[src/hdl/irq_flags_pkg.sv]
package irq_flags_pkg;

	// register indices as printed, byte address is four times the index
	localparam logic [7:0] FLAGS_IDX = 8'h16;
	localparam logic [7:0] CTRL_IDX = 8'h18;
	localparam logic [7:0] LATCH_IDX = 8'h19;
	localparam logic [9:0] FLAGS_ADDR = {FLAGS_IDX, 2'b00};
	localparam logic [9:0] CTRL_ADDR = {CTRL_IDX, 2'b00};
	localparam logic [9:0] LATCH_ADDR = {LATCH_IDX, 2'b00};

	// flag bit positions
	localparam int PORT_CHANGE_BIT = 7;
	localparam int TIMER_C_BIT = 6;
	localparam int TIMER_B_BIT = 5;
	localparam int TIMER_A_BIT = 4;
	localparam int CAPTURE_SECOND_BIT = 3;
	localparam int CAPTURE_FIRST_BIT = 2;
	localparam int TX_EMPTY_BIT = 1;
	localparam int RX_FULL_BIT = 0;

	// control register fields
	localparam int CAPTURE_OR_PERIOD_BIT = 0;
	localparam int TIMER_PAIR_WIDE_BIT = 1;

	// values after reset, and the mask of writable flag bits
	localparam logic [7:0] FLAGS_RESET = 8'h02;
	localparam logic [7:0] WRITABLE_MASK = 8'hFC;
	localparam logic [1:0] CTRL_RESET = 2'h0;
	localparam logic [7:0] LATCH_RESET = 8'h00;

	// one-cycle peripheral events bundled together
	typedef struct packed {
		logic timer_c_overflow;
		logic timer_c_period_wrap;
		logic timer_a_wrap;
		logic timer_b_wrap;
		logic pair_wrap;
		logic capture_second;
		logic capture_first;
	} periph_events_t;

endpackage

[src/hdl/peripheral_irq_flags_bank1.sv]
// The Wishbone register port was decided locally.
`timescale 1ns/1ps
`default_nettype none

module peripheral_irq_flags_bank1 (
	input wire logic clk_i,
	input wire logic rst_i,
	// classic wishbone slave
	input wire logic cyc_i,
	input wire logic stb_i,
	input wire logic we_i,
	input wire logic [9:0] adr_i,
	input wire logic [3:0] sel_i,
	input wire logic [31:0] dat_i,
	output logic [31:0] dat_o,
	output logic ack_o,
	// peripheral side
	input wire irq_flags_pkg::periph_events_t events_i,
	input wire logic [7:0] port_b_inputs_i,
	input wire logic tx_buffer_empty_i,
	input wire logic rx_buffer_full_i,
	output logic capture_or_period_select_o,
	output logic timer_pair_wide_select_o,
	output logic [7:0] flags_o
);

	logic access;
	logic wr_flags;
	logic wr_ctrl;
	logic wr_latch;
	logic mismatch;
	logic [7:0] latched;
	logic [1:0] ctrl_r;
	logic timer_c_set;
	logic timer_a_set;
	logic [5:0] set_vec;
	logic [5:0] flag_q;
	logic tx_r;
	logic rx_r;
	logic port_flag_r;
	logic [7:0] flags_rd;

	// bus decode, one write per acknowledged access on byte lane 0
	assign access = cyc_i & stb_i & ~ack_o;
	assign wr_flags = access & we_i & sel_i[0] & (adr_i == irq_flags_pkg::FLAGS_ADDR);
	assign wr_ctrl = access & we_i & sel_i[0] & (adr_i == irq_flags_pkg::CTRL_ADDR);
	assign wr_latch = access & we_i & sel_i[0] & (adr_i == irq_flags_pkg::LATCH_ADDR);

	// acknowledge one cycle after request, drop the cycle after
	always_ff @(posedge clk_i) begin
		if (rst_i) begin
			ack_o <= 1'b0;
		end else begin
			ack_o <= access;
		end
	end

	// mode control register
	always_ff @(posedge clk_i) begin
		if (rst_i) begin
			ctrl_r <= irq_flags_pkg::CTRL_RESET;
		end else if (wr_ctrl) begin
			ctrl_r <= dat_i[1:0];
		end
	end

	assign capture_or_period_select_o = ctrl_r[irq_flags_pkg::CAPTURE_OR_PERIOD_BIT];
	assign timer_pair_wide_select_o = ctrl_r[irq_flags_pkg::TIMER_PAIR_WIDE_BIT];

	// port change detector; writing the latch register ends the mismatch
	port_change_detect u_port (
		.clk_i(clk_i),
		.rst_i(rst_i),
		.port_i(port_b_inputs_i),
		.latch_i(wr_latch),
		.latched_o(latched),
		.mismatch_o(mismatch)
	);

	// port change flag: not cleared by reset, so it starts as whatever it held
	always_ff @(posedge clk_i) begin
		if (mismatch) begin
			port_flag_r <= 1'b1;
		end else if (wr_flags) begin
			port_flag_r <= dat_i[irq_flags_pkg::PORT_CHANGE_BIT];
		end
	end

	// source selection for the timer flags
	assign timer_c_set = ctrl_r[irq_flags_pkg::CAPTURE_OR_PERIOD_BIT]
		? events_i.timer_c_overflow
		: events_i.timer_c_period_wrap;
	assign timer_a_set = ctrl_r[irq_flags_pkg::TIMER_PAIR_WIDE_BIT]
		? events_i.pair_wrap
		: events_i.timer_a_wrap;

	assign set_vec = {timer_c_set, events_i.timer_b_wrap, timer_a_set,
		events_i.capture_second, events_i.capture_first, 1'b0};

	// sticky writable flags, bits 6..2, cleared at reset
	genvar g;
	generate
		for (g = 2; g <= 6; g++) begin : g_flag
			flag_bit u_flag (
				.clk_i(clk_i),
				.rst_i(rst_i),
				.set_i(set_vec[g-1]),
				.wr_i(wr_flags),
				.wdata_i(dat_i[g]),
				.q_o(flag_q[g-1])
			);
		end
	endgenerate
	assign flag_q[0] = 1'b0;

	// serial status mirrors, write ignored
	always_ff @(posedge clk_i) begin
		if (rst_i) begin
			tx_r <= irq_flags_pkg::FLAGS_RESET[irq_flags_pkg::TX_EMPTY_BIT];
			rx_r <= irq_flags_pkg::FLAGS_RESET[irq_flags_pkg::RX_FULL_BIT];
		end else begin
			tx_r <= tx_buffer_empty_i;
			rx_r <= rx_buffer_full_i;
		end
	end

	assign flags_rd = {port_flag_r, flag_q[5:1], tx_r, rx_r};
	assign flags_o = flags_rd;

	// read data, registered with the acknowledge; unmapped reads zero
	always_ff @(posedge clk_i) begin
		if (rst_i) begin
			dat_o <= 32'h0000_0000;
		end else if (access) begin
			unique case (adr_i)
				irq_flags_pkg::FLAGS_ADDR: dat_o <= {24'h00_0000, flags_rd};
				irq_flags_pkg::CTRL_ADDR: dat_o <= {30'h0000_0000, ctrl_r};
				irq_flags_pkg::LATCH_ADDR: dat_o <= {24'h00_0000, latched};
				default: dat_o <= 32'h0000_0000;
			endcase
		end
	end

endmodule

`default_nettype wire

[src/hdl/flag_bit.sv]
`timescale 1ns/1ps
`default_nettype none

// one sticky flag: hardware set wins over a software write
module flag_bit (
	input wire logic clk_i,
	input wire logic rst_i,
	input wire logic set_i,
	input wire logic wr_i,
	input wire logic wdata_i,
	output logic q_o
);

	// sticky storage
	always_ff @(posedge clk_i) begin
		if (rst_i) begin
			q_o <= 1'b0;
		end else if (set_i) begin
			q_o <= 1'b1;
		end else if (wr_i) begin
			q_o <= wdata_i;
		end
	end

endmodule

`default_nettype wire

[src/hdl/port_change_detect.sv]
`timescale 1ns/1ps
`default_nettype none

// compares port inputs to a latched copy; latch is refreshed by software
module port_change_detect (
	input wire logic clk_i,
	input wire logic rst_i,
	input wire logic [7:0] port_i,
	input wire logic latch_i,
	output logic [7:0] latched_o,
	output logic mismatch_o
);

	// latched copy of the port, taken on a software request
	always_ff @(posedge clk_i) begin
		if (rst_i) begin
			latched_o <= irq_flags_pkg::LATCH_RESET;
		end else if (latch_i) begin
			latched_o <= port_i;
		end
	end

	// level mismatch, held while any input differs
	always_ff @(posedge clk_i) begin
		if (rst_i) begin
			mismatch_o <= 1'b0;
		end else begin
			mismatch_o <= |(port_i ^ latched_o);
		end
	end

endmodule

`default_nettype wire

[config.mk]
export PLATFORM = sky130hd
export DESIGN_NAME = peripheral_irq_flags_bank1
export DESIGN_NICKNAME = d
export VERILOG_FILES = /design/src/hdl/irq_flags_pkg.sv /design/src/hdl/peripheral_irq_flags_bank1.sv /design/src/hdl/flag_bit.sv /design/src/hdl/port_change_detect.sv
export SDC_FILE = /design/constraint.sdc
export NUM_CORES = 1
export LEC_CHECK = 0
export BUFFER_PORTS_ARGS = -buffer_cell sky130_fd_sc_hd__clkbuf_2
export CAP_MARGIN = 0
export CORE_MARGIN = 4
export CORE_UTILIZATION = 40
export CTS_CLUSTER_DIAMETER = 100
export DETAILED_ROUTE_END_ITERATION = 8
export GPL_TIMING_DRIVEN = 0
export HOLD_SLACK_MARGIN = 0.08
export PLACE_DENSITY_LB_ADDON = 0.05
export SYNTH_ARGS = -nofsm -noshare
export SYNTH_HDL_FRONTEND = slang
export SYNTH_HIERARCHICAL = 1
export SYNTH_SLANG_ARGS = --single-unit
[constraint.sdc]
create_clock -name clk_i -period 2.7 [get_ports clk_i]
set_clock_uncertainty 0.05 [all_clocks]
set_input_delay 0.54 -clock clk_i [delete_from_list [all_inputs] [get_ports clk_i]]
set_output_delay 0.54 -clock clk_i [all_outputs]
set_load 0.05 [all_outputs]
==> flow_metrics.tcl, run 1 <==
set metrics [dict create \
    worst_pin_slew_ns 0.725 \
    layout.nets 315 \
    netlist_area_sq_um 1500 \
    cts_tree "yes" \
    initial_core_util 0.432 \
    path_clk_slew_ns 0.09 \
    drt_pass1_iterations 4 \
    post-route-drc-count 0 \
    grt_pass1_wl_um 5490 \
    numCtsBuffers 3 \
    relSlewSlack 0.515 \
    cts_resized 0 \
    cp-startpoint "adr_i[1]" \
    holdBufCountCts 0 \
    place.gp.congestion 0.758 \
    power_leakage_nw 0.957 \
    core_area_sq_um 3470 \
    post_cts_buffers 0 \
    grt_antenna_before_repair 0 \
    p_seq_frac 0.500 \
    start_kind "input port" \
    combPwrFrac 0.244 \
    hold_viol_final 0 \
    worst_setup_path_end_kind "flip-flop" \
    cap_violations 0 \
    ir_drop_uv 336 \
    cp.required_ns 2.80 \
    power_w 0.000853 \
    overflow 0 \
    area_growth_pct 32.1 \
    avgSynthCellArea_sq_um 9.37 \
    die_width_um 69.2 \
    synth.distinct_cells 30 \
    grtUsageTotal 0.136 \
    r2r-start "ack_o" \
    hp-start "tx_buffer_empty_i" \
    clockBufferDepth 2 \
    synth_seq_cells 28 \
    drt_iter0_markers 44 \
    cts_root_buf "clkbuf_8" \
    rows 21 \
    yosysWarnings 6 \
    num_vias 1263 \
    clock.fmax_mhz 413 \
    grt_pass1_vias 1206 \
    via_per_inst 4.34 \
    critPathKind "input port to flip-flop" \
    die_h_um 69.2 \
    synth_area_leaders "dfxtp_1, buf_4, mux2i_1" \
    drv_slew 0 \
    yosysTopAreaCellShare 0.374 \
    synthCells 160 \
    power.density_nw_per_um2 431 \
    ioPinCount 111 \
    hp-class "input port to flip-flop" \
    clock_latency_ns 0.26 \
    grt_start_max_net_pins 15 \
    period_needed_ns 2.42 \
    status "finished, final reports clean" \
    switchingPower_w 0.000264 \
    wire_per_inst_um 11.4 \
    ant_nets 0 \
    dp_hpwl_um 2730 \
    path_max_fanout 6 \
    rsz0062_at_grt "no" \
    nFillCells 390 \
    swShare 0.310 \
    whs_ns 0.407 \
    htree_levels 1 \
    synth_area_leader_cell "dfxtp_1" \
    diodes 0 \
    fin_crit_sh 0.897 \
    clkPwrFrac 0.255 \
    numClockSinks 28 \
    routed_wl_um 3320 \
    io_buffers 59 \
    drive_gt1_frac 0.408 \
    die-area_sq_um 4790 \
    ys_seq_area_frac 0.374 \
    internal_power_w 0.000589 \
    regArea_sq_um 561 \
    crit_arrival_ns 2.53 \
    multiInputGateArea_sq_um 777 \
    finalSetupViolations 0 \
]
-- per-stage QoR --
step | utilization | setup WS, ns | setup TNS [ns] | cells | instance area [sq um]
after floorplan | - | 0.304 | 0 | 183 | 1590
after global placement | 0.559 | -0.0115 | -0.0329 | 288 | 1940
after detailed placement | 0.559 | -0.00248 | -0.00474 | 288 | 1940
after CTS | 0.571 | 0.280 | 0 | 291 | 1980
after global routing | 0.571 | 0.0890 | 0 | 291 | 1980
final | 0.571 | 0.277 | 0 | 291 | 1980
-- final timing paths --
| kind | to | slack [ns] | cells after the start |
|---|---|---|---|
| worst max-delay path | g_flag[6].u_flag/q_o | 0.28 | 6 |
| worst min-delay path | tx_r | 0.41 | 2 |
| worst max register to register | g_flag[6].u_flag/q_o | 0.47 | 5 |
| worst min register to register | dat_o[1] | 0.41 | 2 |
-- state kept, by name (all words and copies together), names as in the netlist --
signal,flops
g_flag.u_flag/q_o,5
rx_r,1
ctrl_r,2
dat_o,8
u_port/latched_o,8
u_port/mismatch_o,1
port_flag_r,1
tx_r,1
ack_o,1
-- kinds of logic after synthesis --
family,Yosys count,share of synthesized area
DFF,28,0.374
buffers and inverters,38,0.165
other,1,0.00250
AOI/OAI and AO/OA,23,0.100
xor gates and xnor gates,8,0.0467
and+or+nand+nor,42,0.174
muxes,20,0.137
-- cell usage after synthesis (all sizes together) --
master / number
nand3: 1
inv: 5
mux2i: 16
nor3b: 2
nand2b: 2
buf: 29
nand2: 3
xor2: 8
or3: 1
a21oi: 6
or4b: 2
nor4: 3
nand3b: 7
o21ai: 3
or2b: 2
o31ai: 6
a22oi: 8
conb: 1
mux2: 4
nor2b: 2
nor2: 13
or2: 1
nor4bb: 1
clkbuf: 4
or4: 1
and2: 1
dfxtp: 28
-- power groups by stage --
stage	sequential, W	combinational [W]	clock [W]
finish	0.000427	0.000208	0.000218
global route	0.000428	0.000224	0.000241
CTS	0.000427	0.000208	0.000227
detailed placement	0.000436	0.000207	0
global placement	0.000437	0.000207	0
floorplan	0.000456	0.000138	0
-- cells in the final DEF, fill, tap and decap left out, drive strengths merged --
cell type / instances
nor2: 13
nor4bb: 1
nor4: 3
or4b: 2
a22oi: 8
nand2b: 2
buf: 29
xor2: 8
or2b: 2
or4: 1
clkbuf: 66
a21oi: 6
or2: 1
or3: 1
nand3: 1
mux2: 4
o21ai: 3
nor2b: 2
mux2i: 16
and2: 1
conb: 24
inv: 5
nand2: 3
nor3b: 2
dfxtp: 28
nand3b: 7
o31ai: 6
-- layer usage --
metal  share of wire  track usage
met1            0.47        0.184
met2            0.42        0.210
met3           0.097       0.0551
met4          0.0057       0.0195
met5               0            0
-- worst max-delay path, cell delays in order --
cell and delay (ns):
clkbuf_2 0.08, or4b_4 0.53, or4_4 0.45, nor2_1 0.59, mux2i_1 0.26, a21oi_1 0.08
-- final cells by class --
cell class,instances,share of cell area
Multi-Input combinational cell,117,0.393
Sequential cell,28,0.283
Timing Repair Buffer,59,0.149
Buffer,33,0.116
Tap cell,46,0.0291
Clock buffer,3,0.0209
Inverter,5,0.00948
Power figures use the tool's default switching activity.
==> run 2: changes to the inputs <==
--- a/config.mk
+++ b/config.mk
@@ -8,7 +8,7 @@
 export BUFFER_PORTS_ARGS = -buffer_cell sky130_fd_sc_hd__clkbuf_2
 export CAP_MARGIN = 0
 export CORE_MARGIN = 4
-export CORE_UTILIZATION = 40
+export CORE_UTILIZATION = 41
 export CTS_CLUSTER_DIAMETER = 100
 export DETAILED_ROUTE_END_ITERATION = 8
 export GPL_TIMING_DRIVEN = 0
@@ -16,5 +16,4 @@
 export PLACE_DENSITY_LB_ADDON = 0.05
 export SYNTH_ARGS = -nofsm -noshare
 export SYNTH_HDL_FRONTEND = slang
-export SYNTH_HIERARCHICAL = 1
 export SYNTH_SLANG_ARGS = --single-unit
==> constraint.sdc (replaced) <==
create_clock -name clk_i -period 2.45 [get_ports clk_i]
set_clock_uncertainty 0.05 [all_clocks]
set_input_delay 0.49 -clock clk_i [delete_from_list [all_inputs] [get_ports clk_i]]
set_output_delay 0.49 -clock clk_i [all_outputs]
set_load 0.05 [all_outputs]
==> run 2 against run 1 <==
Combinational power increased by 19%. Total power increased by 27%. First-iteration DRC count increased by 80%. Via count increased by 6.7%. Sequential share of layout area decreased by 2.3 points. Largest cell class unchanged. Sequential power increased by 10%. Highest routed layer unchanged.
==> flow_metrics.tcl, run 2 <==
set metrics [dict create \
    post_cts_buffers 0 \
    power_w 0.00108 \
    die-area_sq_um 5040 \
    grt_pass1_vias 1290 \
    synthCells 170 \
    ys_seq_area_frac 0.344 \
    cts_root_buf "clkbuf_8" \
    worst_pin_slew_ns 0.738 \
    cp-startpoint "adr_i[9]" \
    finalSetupViolations 0 \
    ant_nets 0 \
    grt_pass1_wl_um 5950 \
    initial_core_util 0.435 \
    crit_path_end "dat_o[2]" \
    numCtsBuffers 3 \
    crit_arrival_ns 2.30 \
    synth.top_cells.by_count "buf_4, dfxtp_1, nand2b_1, mux2i_1" \
    worst_setup_path_end_kind "flip-flop" \
    hold_viol_final 0 \
    rsz0062_at_grt "no" \
    synth_area_leaders "dfxtp_1, buf_4, mux2i_1" \
    critical_path.cell_chain "clkbuf_2 -> or4b_4 -> or3_4 -> or4_4 -> buf_6 -> o21ai_2" \
    fin_area_sq_um 2150 \
    r2r-start "ack_o" \
    yosysWarnings 0 \
    r2r_slack_ns 0.80 \
    cp.required_ns 2.61 \
    clock.fmax_mhz 469 \
    cts_tree "yes" \
    wire_per_inst_um 12.0 \
    fin_crit_sh 0.870 \
    core_area_sq_um 3740 \
    numClockSinks 28 \
    via_per_inst 4.43 \
    synth.distinct_cells 33 \
    htree_levels 1 \
    dp_cells 300 \
    drv_slew 0 \
    final_common_cell "clkbuf_2" \
    cap_violations 0 \
    holdBufCountCts 0 \
    reg2regPathDepth 4 \
    layout.nets 325 \
    relSlewSlack 0.504 \
    critPathKind "input port to flip-flop" \
    synthArstFlopShare 0 \
    nFillCells 377 \
    path_max_fanout 8 \
    dp_hpwl_um 2960 \
    fin_util 0.575 \
    period_needed_ns 2.13 \
    place.gp.congestion 0.777 \
    netlist_area_sq_um 1630 \
    num_vias 1347 \
    slowest_stage "or4b_4" \
    routed_wl_um 3650 \
    clockBufferDepth 2 \
    drive_gt1_frac 0.445 \
    hp-class "input port to flip-flop" \
    avgSynthCellArea_sq_um 9.58 \
    clock_latency_ns 0.27 \
    ioPinCount 111 \
    synth-main-ff-cell "dfxtp_1" \
    area_growth_pct 32.3 \
    status "finished, final reports clean" \
    start_kind "input port" \
    synth_edf_count 0 \
    io_buffers 59 \
    power_leakage_nw 1.01 \
    overflow 0 \
    final_cell_mix "clkbuf_2, buf_4, dfxtp_1" \
    yosysMostFrequentCell "buf_4" \
    yosysTopAreaCellShare 0.344 \
    finalNonFillerCells 304 \
    grt_antenna_before_repair 0 \
    power.density_nw_per_um2 502 \
    die_width_um 71.0 \
    die_h_um 71.0 \
    drt_pass1_iterations 4 \
    synth_area_leader_cell "dfxtp_1" \
    cpPeakStageDelay_ns 0.58 \
    finalSetupTns_ns 0 \
    dpl_cell_area_sq_um 2070 \
    post-route-drc-count 0 \
    drt_iter0_markers 79 \
    diodes 0 \
    r2r-end "port_flag_r" \
    synth_seq_cells 28 \
    grt_start_max_net_pins 17 \
    rows 22 \
    ir_drop_uv 338 \
    path_clk_slew_ns 0.10 \
    grtUsageTotal 0.148 \
    reg_top3 "dat_o x8, u_port.latched_o x8, g_flag.u_flag.q_o x5" \
]
-- run 2: stage by stage --
step                setup slack (ns)  hold slack [ns]
floorplan                      0.171            0.340
global placement              -0.269            0.350
detailed placement            -0.300            0.367
CTS                           0.0453            0.335
global route                   0.252            0.337
finish                         0.318            0.342
-- run 2: worst min path at each step --
stage                           start           to  slack [ns]  depth (start not counted)
floorplan           u_port.mismatch_o  port_flag_r        0.34                          1
global placement    u_port.mismatch_o  port_flag_r        0.35                          1
detailed placement  u_port.mismatch_o  port_flag_r        0.37                          1
CTS                 tx_buffer_empty_i         tx_r        0.33                          2
global route        tx_buffer_empty_i         tx_r        0.34                          2
finish              tx_buffer_empty_i         tx_r        0.34                          2
-- run 2: critical path, delay by kind of cell --
kind / cells / cell delay (ns)
AOI/OAI and AO/OA: 1 / 0.12
and+or+nand+nor: 3 / 1.45
buffers and inverters: 2 / 0.24
-- run 2: per-layer routing --
layer | wire length, um | part of all wire | vias up | GRT usage
met5 | 0 | 0 | - | 0
met4 | 23 | 0.0063 | 0 | 0.0313
met3 | 234 | 0.064 | 2 | 0.0355
met2 | 1890 | 0.52 | 44 | 0.256
met1 | 1500 | 0.41 | 591 | 0.186
li1 | - | - | 710 | -
-- run 2: where the power goes --
part,internal [W],switching (W),total (W)
Clock,0.000219,0.000144,0.000363
Combinational,0.0000858,0.000161,0.000247
Sequential,0.000464,0.00000677,0.000471
Total,0.000769,0.000312,0.00108
-- run 2: cell families (layout without fill, tap and decap cells) --
kind of cell	count (synthesis)	count (layout)	synth area share
simple gates	58	58	0.241
buf+inv	36	99	0.161
flops	28	28	0.344
compound gates	23	23	0.108
mux	16	16	0.0999
xor+xnor	8	8	0.0430
other cells	1	24	0.00230
-- run 2: final cells by class --
class                      instances  area [sq um]  share of cell area
timing repair buffer              59           295               0.137
buffer                            36           263               0.122
clock inverter                     1          30.0              0.0139
clock buffer                       3          41.3              0.0192
sequential                        28           561               0.260
multi-input combinational        129           903               0.420
tap                               48          60.1              0.0279
-- run 2: what timing repair did --
item                       in CTS  in global routing
gates resized for setup         1                  1
setup endpoints to repair       1                  6
pin swaps                       0                  0
==> run 3: changes to the inputs <==
--- a/config.mk
+++ b/config.mk
@@ -5,10 +5,11 @@
 export SDC_FILE = /design/constraint.sdc
 export NUM_CORES = 1
 export LEC_CHECK = 0
+export ABC_AREA = 1
 export BUFFER_PORTS_ARGS = -buffer_cell sky130_fd_sc_hd__clkbuf_2
 export CAP_MARGIN = 0
 export CORE_MARGIN = 4
-export CORE_UTILIZATION = 41
+export CORE_UTILIZATION = 42
 export CTS_CLUSTER_DIAMETER = 100
 export DETAILED_ROUTE_END_ITERATION = 8
 export GPL_TIMING_DRIVEN = 0
==> run 3 against run 2 <==
Combinational power grew 2%. Total power up 0.15%. Global-route usage barely moved. Largest power group unchanged.
==> flow_metrics.tcl, run 3 <==
set metrics [dict create \
    routed_wl_um 3870 \
    initial_core_util 0.451 \
    fin_crit_sh 0.640 \
    synth.distinct_cells 29 \
    finalSetupViolations 0 \
    drive_gt1_frac 0.352 \
    clock.fmax_mhz 638 \
    overflow 0 \
    power_leakage_nw 1.20 \
    numClockSinks 28 \
    combPwrFrac 0.234 \
    period_needed_ns 1.57 \
    holdBufCountCts 0 \
    die_h_um 71.9 \
    grt_antenna_before_repair 0 \
    synth_mux_area_frac 0.0117 \
    hp-class "input port to flip-flop" \
    numCtsBuffers 3 \
    htree_levels 1 \
    final_common_cell "clkbuf_2" \
    synthSimpleGateAreaFrac 0.337 \
    rows 22 \
    cap_violations 0 \
    swShare 0.293 \
    via_per_inst 4.21 \
    synth_seq_cells 28 \
    yosysTopAreaCellShare 0.327 \
    drt_iter0_markers 21 \
    start_kind "flip-flop" \
    p_seq_frac 0.434 \
    drt_pass1_iterations 4 \
    grtUsageTotal 0.148 \
    area_growth_pct 29.9 \
    cts_resized 0 \
    grt_start_max_net_pins 17 \
    synthAdderAreaFrac 0 \
    netlist_area_sq_um 1710 \
    synthCells 241 \
    clkPwrFrac 0.332 \
    ir_drop_uv 324 \
    finalNonFillerCells 375 \
    final_cell_mix "clkbuf_2, nand2_1, buf_4" \
    synthArstFlopShare 0 \
    yosysWarnings 0 \
    worst_setup_path_end_kind "output port" \
    die-area_sq_um 5160 \
    rsz0062_at_grt "no" \
    synth_area_leaders "dfxtp_1, buf_4, nand2_1" \
    crit_arrival_ns 1.03 \
    synth_compound_area_frac 0.0920 \
    switchingPower_w 0.000317 \
    io_buffers 59 \
    status "finished, final reports clean" \
    yosysMostFrequentCell "nand2_1" \
    cts_tree "yes" \
    synth_edf_count 0 \
    internal_power_w 0.000765 \
    num_vias 1580 \
    cts_root_buf "clkbuf_8" \
    grt_pass1_vias 1370 \
    reg_top3 "dat_o x8, u_port.latched_o x8, g_flag.u_flag.q_o x5" \
    avgSynthCellArea_sq_um 7.11 \
    die_width_um 71.9 \
    synth-main-ff-cell "dfxtp_1" \
    place.gp.congestion 0.791 \
    grt_pass1_wl_um 6130 \
    hold_viol_final 0 \
    synth.top_cells.by_count "nand2_1, buf_4, dfxtp_1, nor2_1, inv_1" \
    post_cts_buffers 0 \
    power.density_nw_per_um2 486 \
    core_area_sq_um 3800 \
    path_max_fanout 3 \
    ioPinCount 111 \
    dp_cells 371 \
    synth_top_family_by_area "simple AND/OR/NAND/NOR gates" \
    clockBufferDepth 2 \
    wire_per_inst_um 10.3 \
    synth-xor-area-share 0.0256 \
    dp_hpwl_um 3200 \
    critPathKind "flip-flop to output port" \
    post-route-drc-count 0 \
    synth_area_leader_cell "dfxtp_1" \
    layout.nets 396 \
    path_clk_slew_ns 0.09 \
    finalSetupTns_ns 0 \
    drv_slew 0 \
    ys_seq_area_frac 0.327 \
    clock_latency_ns 0.27 \
    cp.required_ns 1.91 \
    diodes 0 \
    ant_nets 0 \
]
==> run 3: cells by family after synthesis <==
kind of cell / Yosys count
muxes: 2
DFF: 28
other: 1
xor gates and xnor gates: 5
AOI/OAI and AO/OA: 27
and+or+nand+nor: 117
buffers and inverters: 61
==> run 3: final cells by class <==
| cell class | instances | area [sq um] |
|---|---|---|
| Fill cell | 381 | 1570 |
| Sequential cell | 28 | 561 |
| Multi-Input combinational cell | 175 | 890 |
| Timing Repair Buffer | 59 | 295 |
| Inverter | 26 | 97.6 |
| Tap cell | 48 | 60.1 |
| Buffer | 35 | 251 |
| Clock inverter | 1 | 30.0 |
| Clock buffer | 3 | 41.3 |
==> run 3: worst max-delay path, stage by stage, from the launching register on <==
cell and delay [ns]:
dfxtp_1 0.37, buf_4 0.12, clkbuf_2 0.26
==> run 3: path summary, 6_finish.rpt <==
check                          from                  end  slack, ns  depth (start not counted)
setup / recovery        port_flag_r           flags_o[7]       0.88                          2
hold / removal     rx_buffer_full_i                 rx_r       0.35                          3
setup reg to reg              ack_o  u_port.latched_o[4]       0.90                          6
hold reg to reg   u_port.mismatch_o          port_flag_r       0.39                          1
==> run 3: per-stage QoR <==
stage	power [W]	util	setup slack [ns]	hold WS [ns]	cell area (sq um)
after global placement	0.000733	0.567	0.588	0.349	2150
after global routing	0.00113	0.586	0.639	0.355	2230
final	0.00108	0.586	0.883	0.347	2230
after detailed placement	0.000734	0.567	0.583	0.368	2150
after CTS	0.00110	0.586	0.871	0.339	2230
after floorplan	0.000678	-	0.893	0.341	1800
==> run 3: layer usage <==
metal / wire length (um) / global-route usage / vias to the layer above
met1: 1750 / 0.202 / 654
met4: 43 / 0.0376 / 0
met5: 0 / 0 / -
li1: - / - / 875
met3: 300 / 0.0281 / 5
met2: 1780 / 0.240 / 46
==> run 3: power by group through the flow <==
stage                     registers, W  clock network [W]  logic, W
final                         0.000470           0.000359  0.000253
after global routing          0.000471           0.000388  0.000274
after CTS                     0.000470           0.000374  0.000253
after detailed placement      0.000481                  0  0.000253
after global placement        0.000481                  0  0.000252
after floorplan               0.000481                  0  0.000197
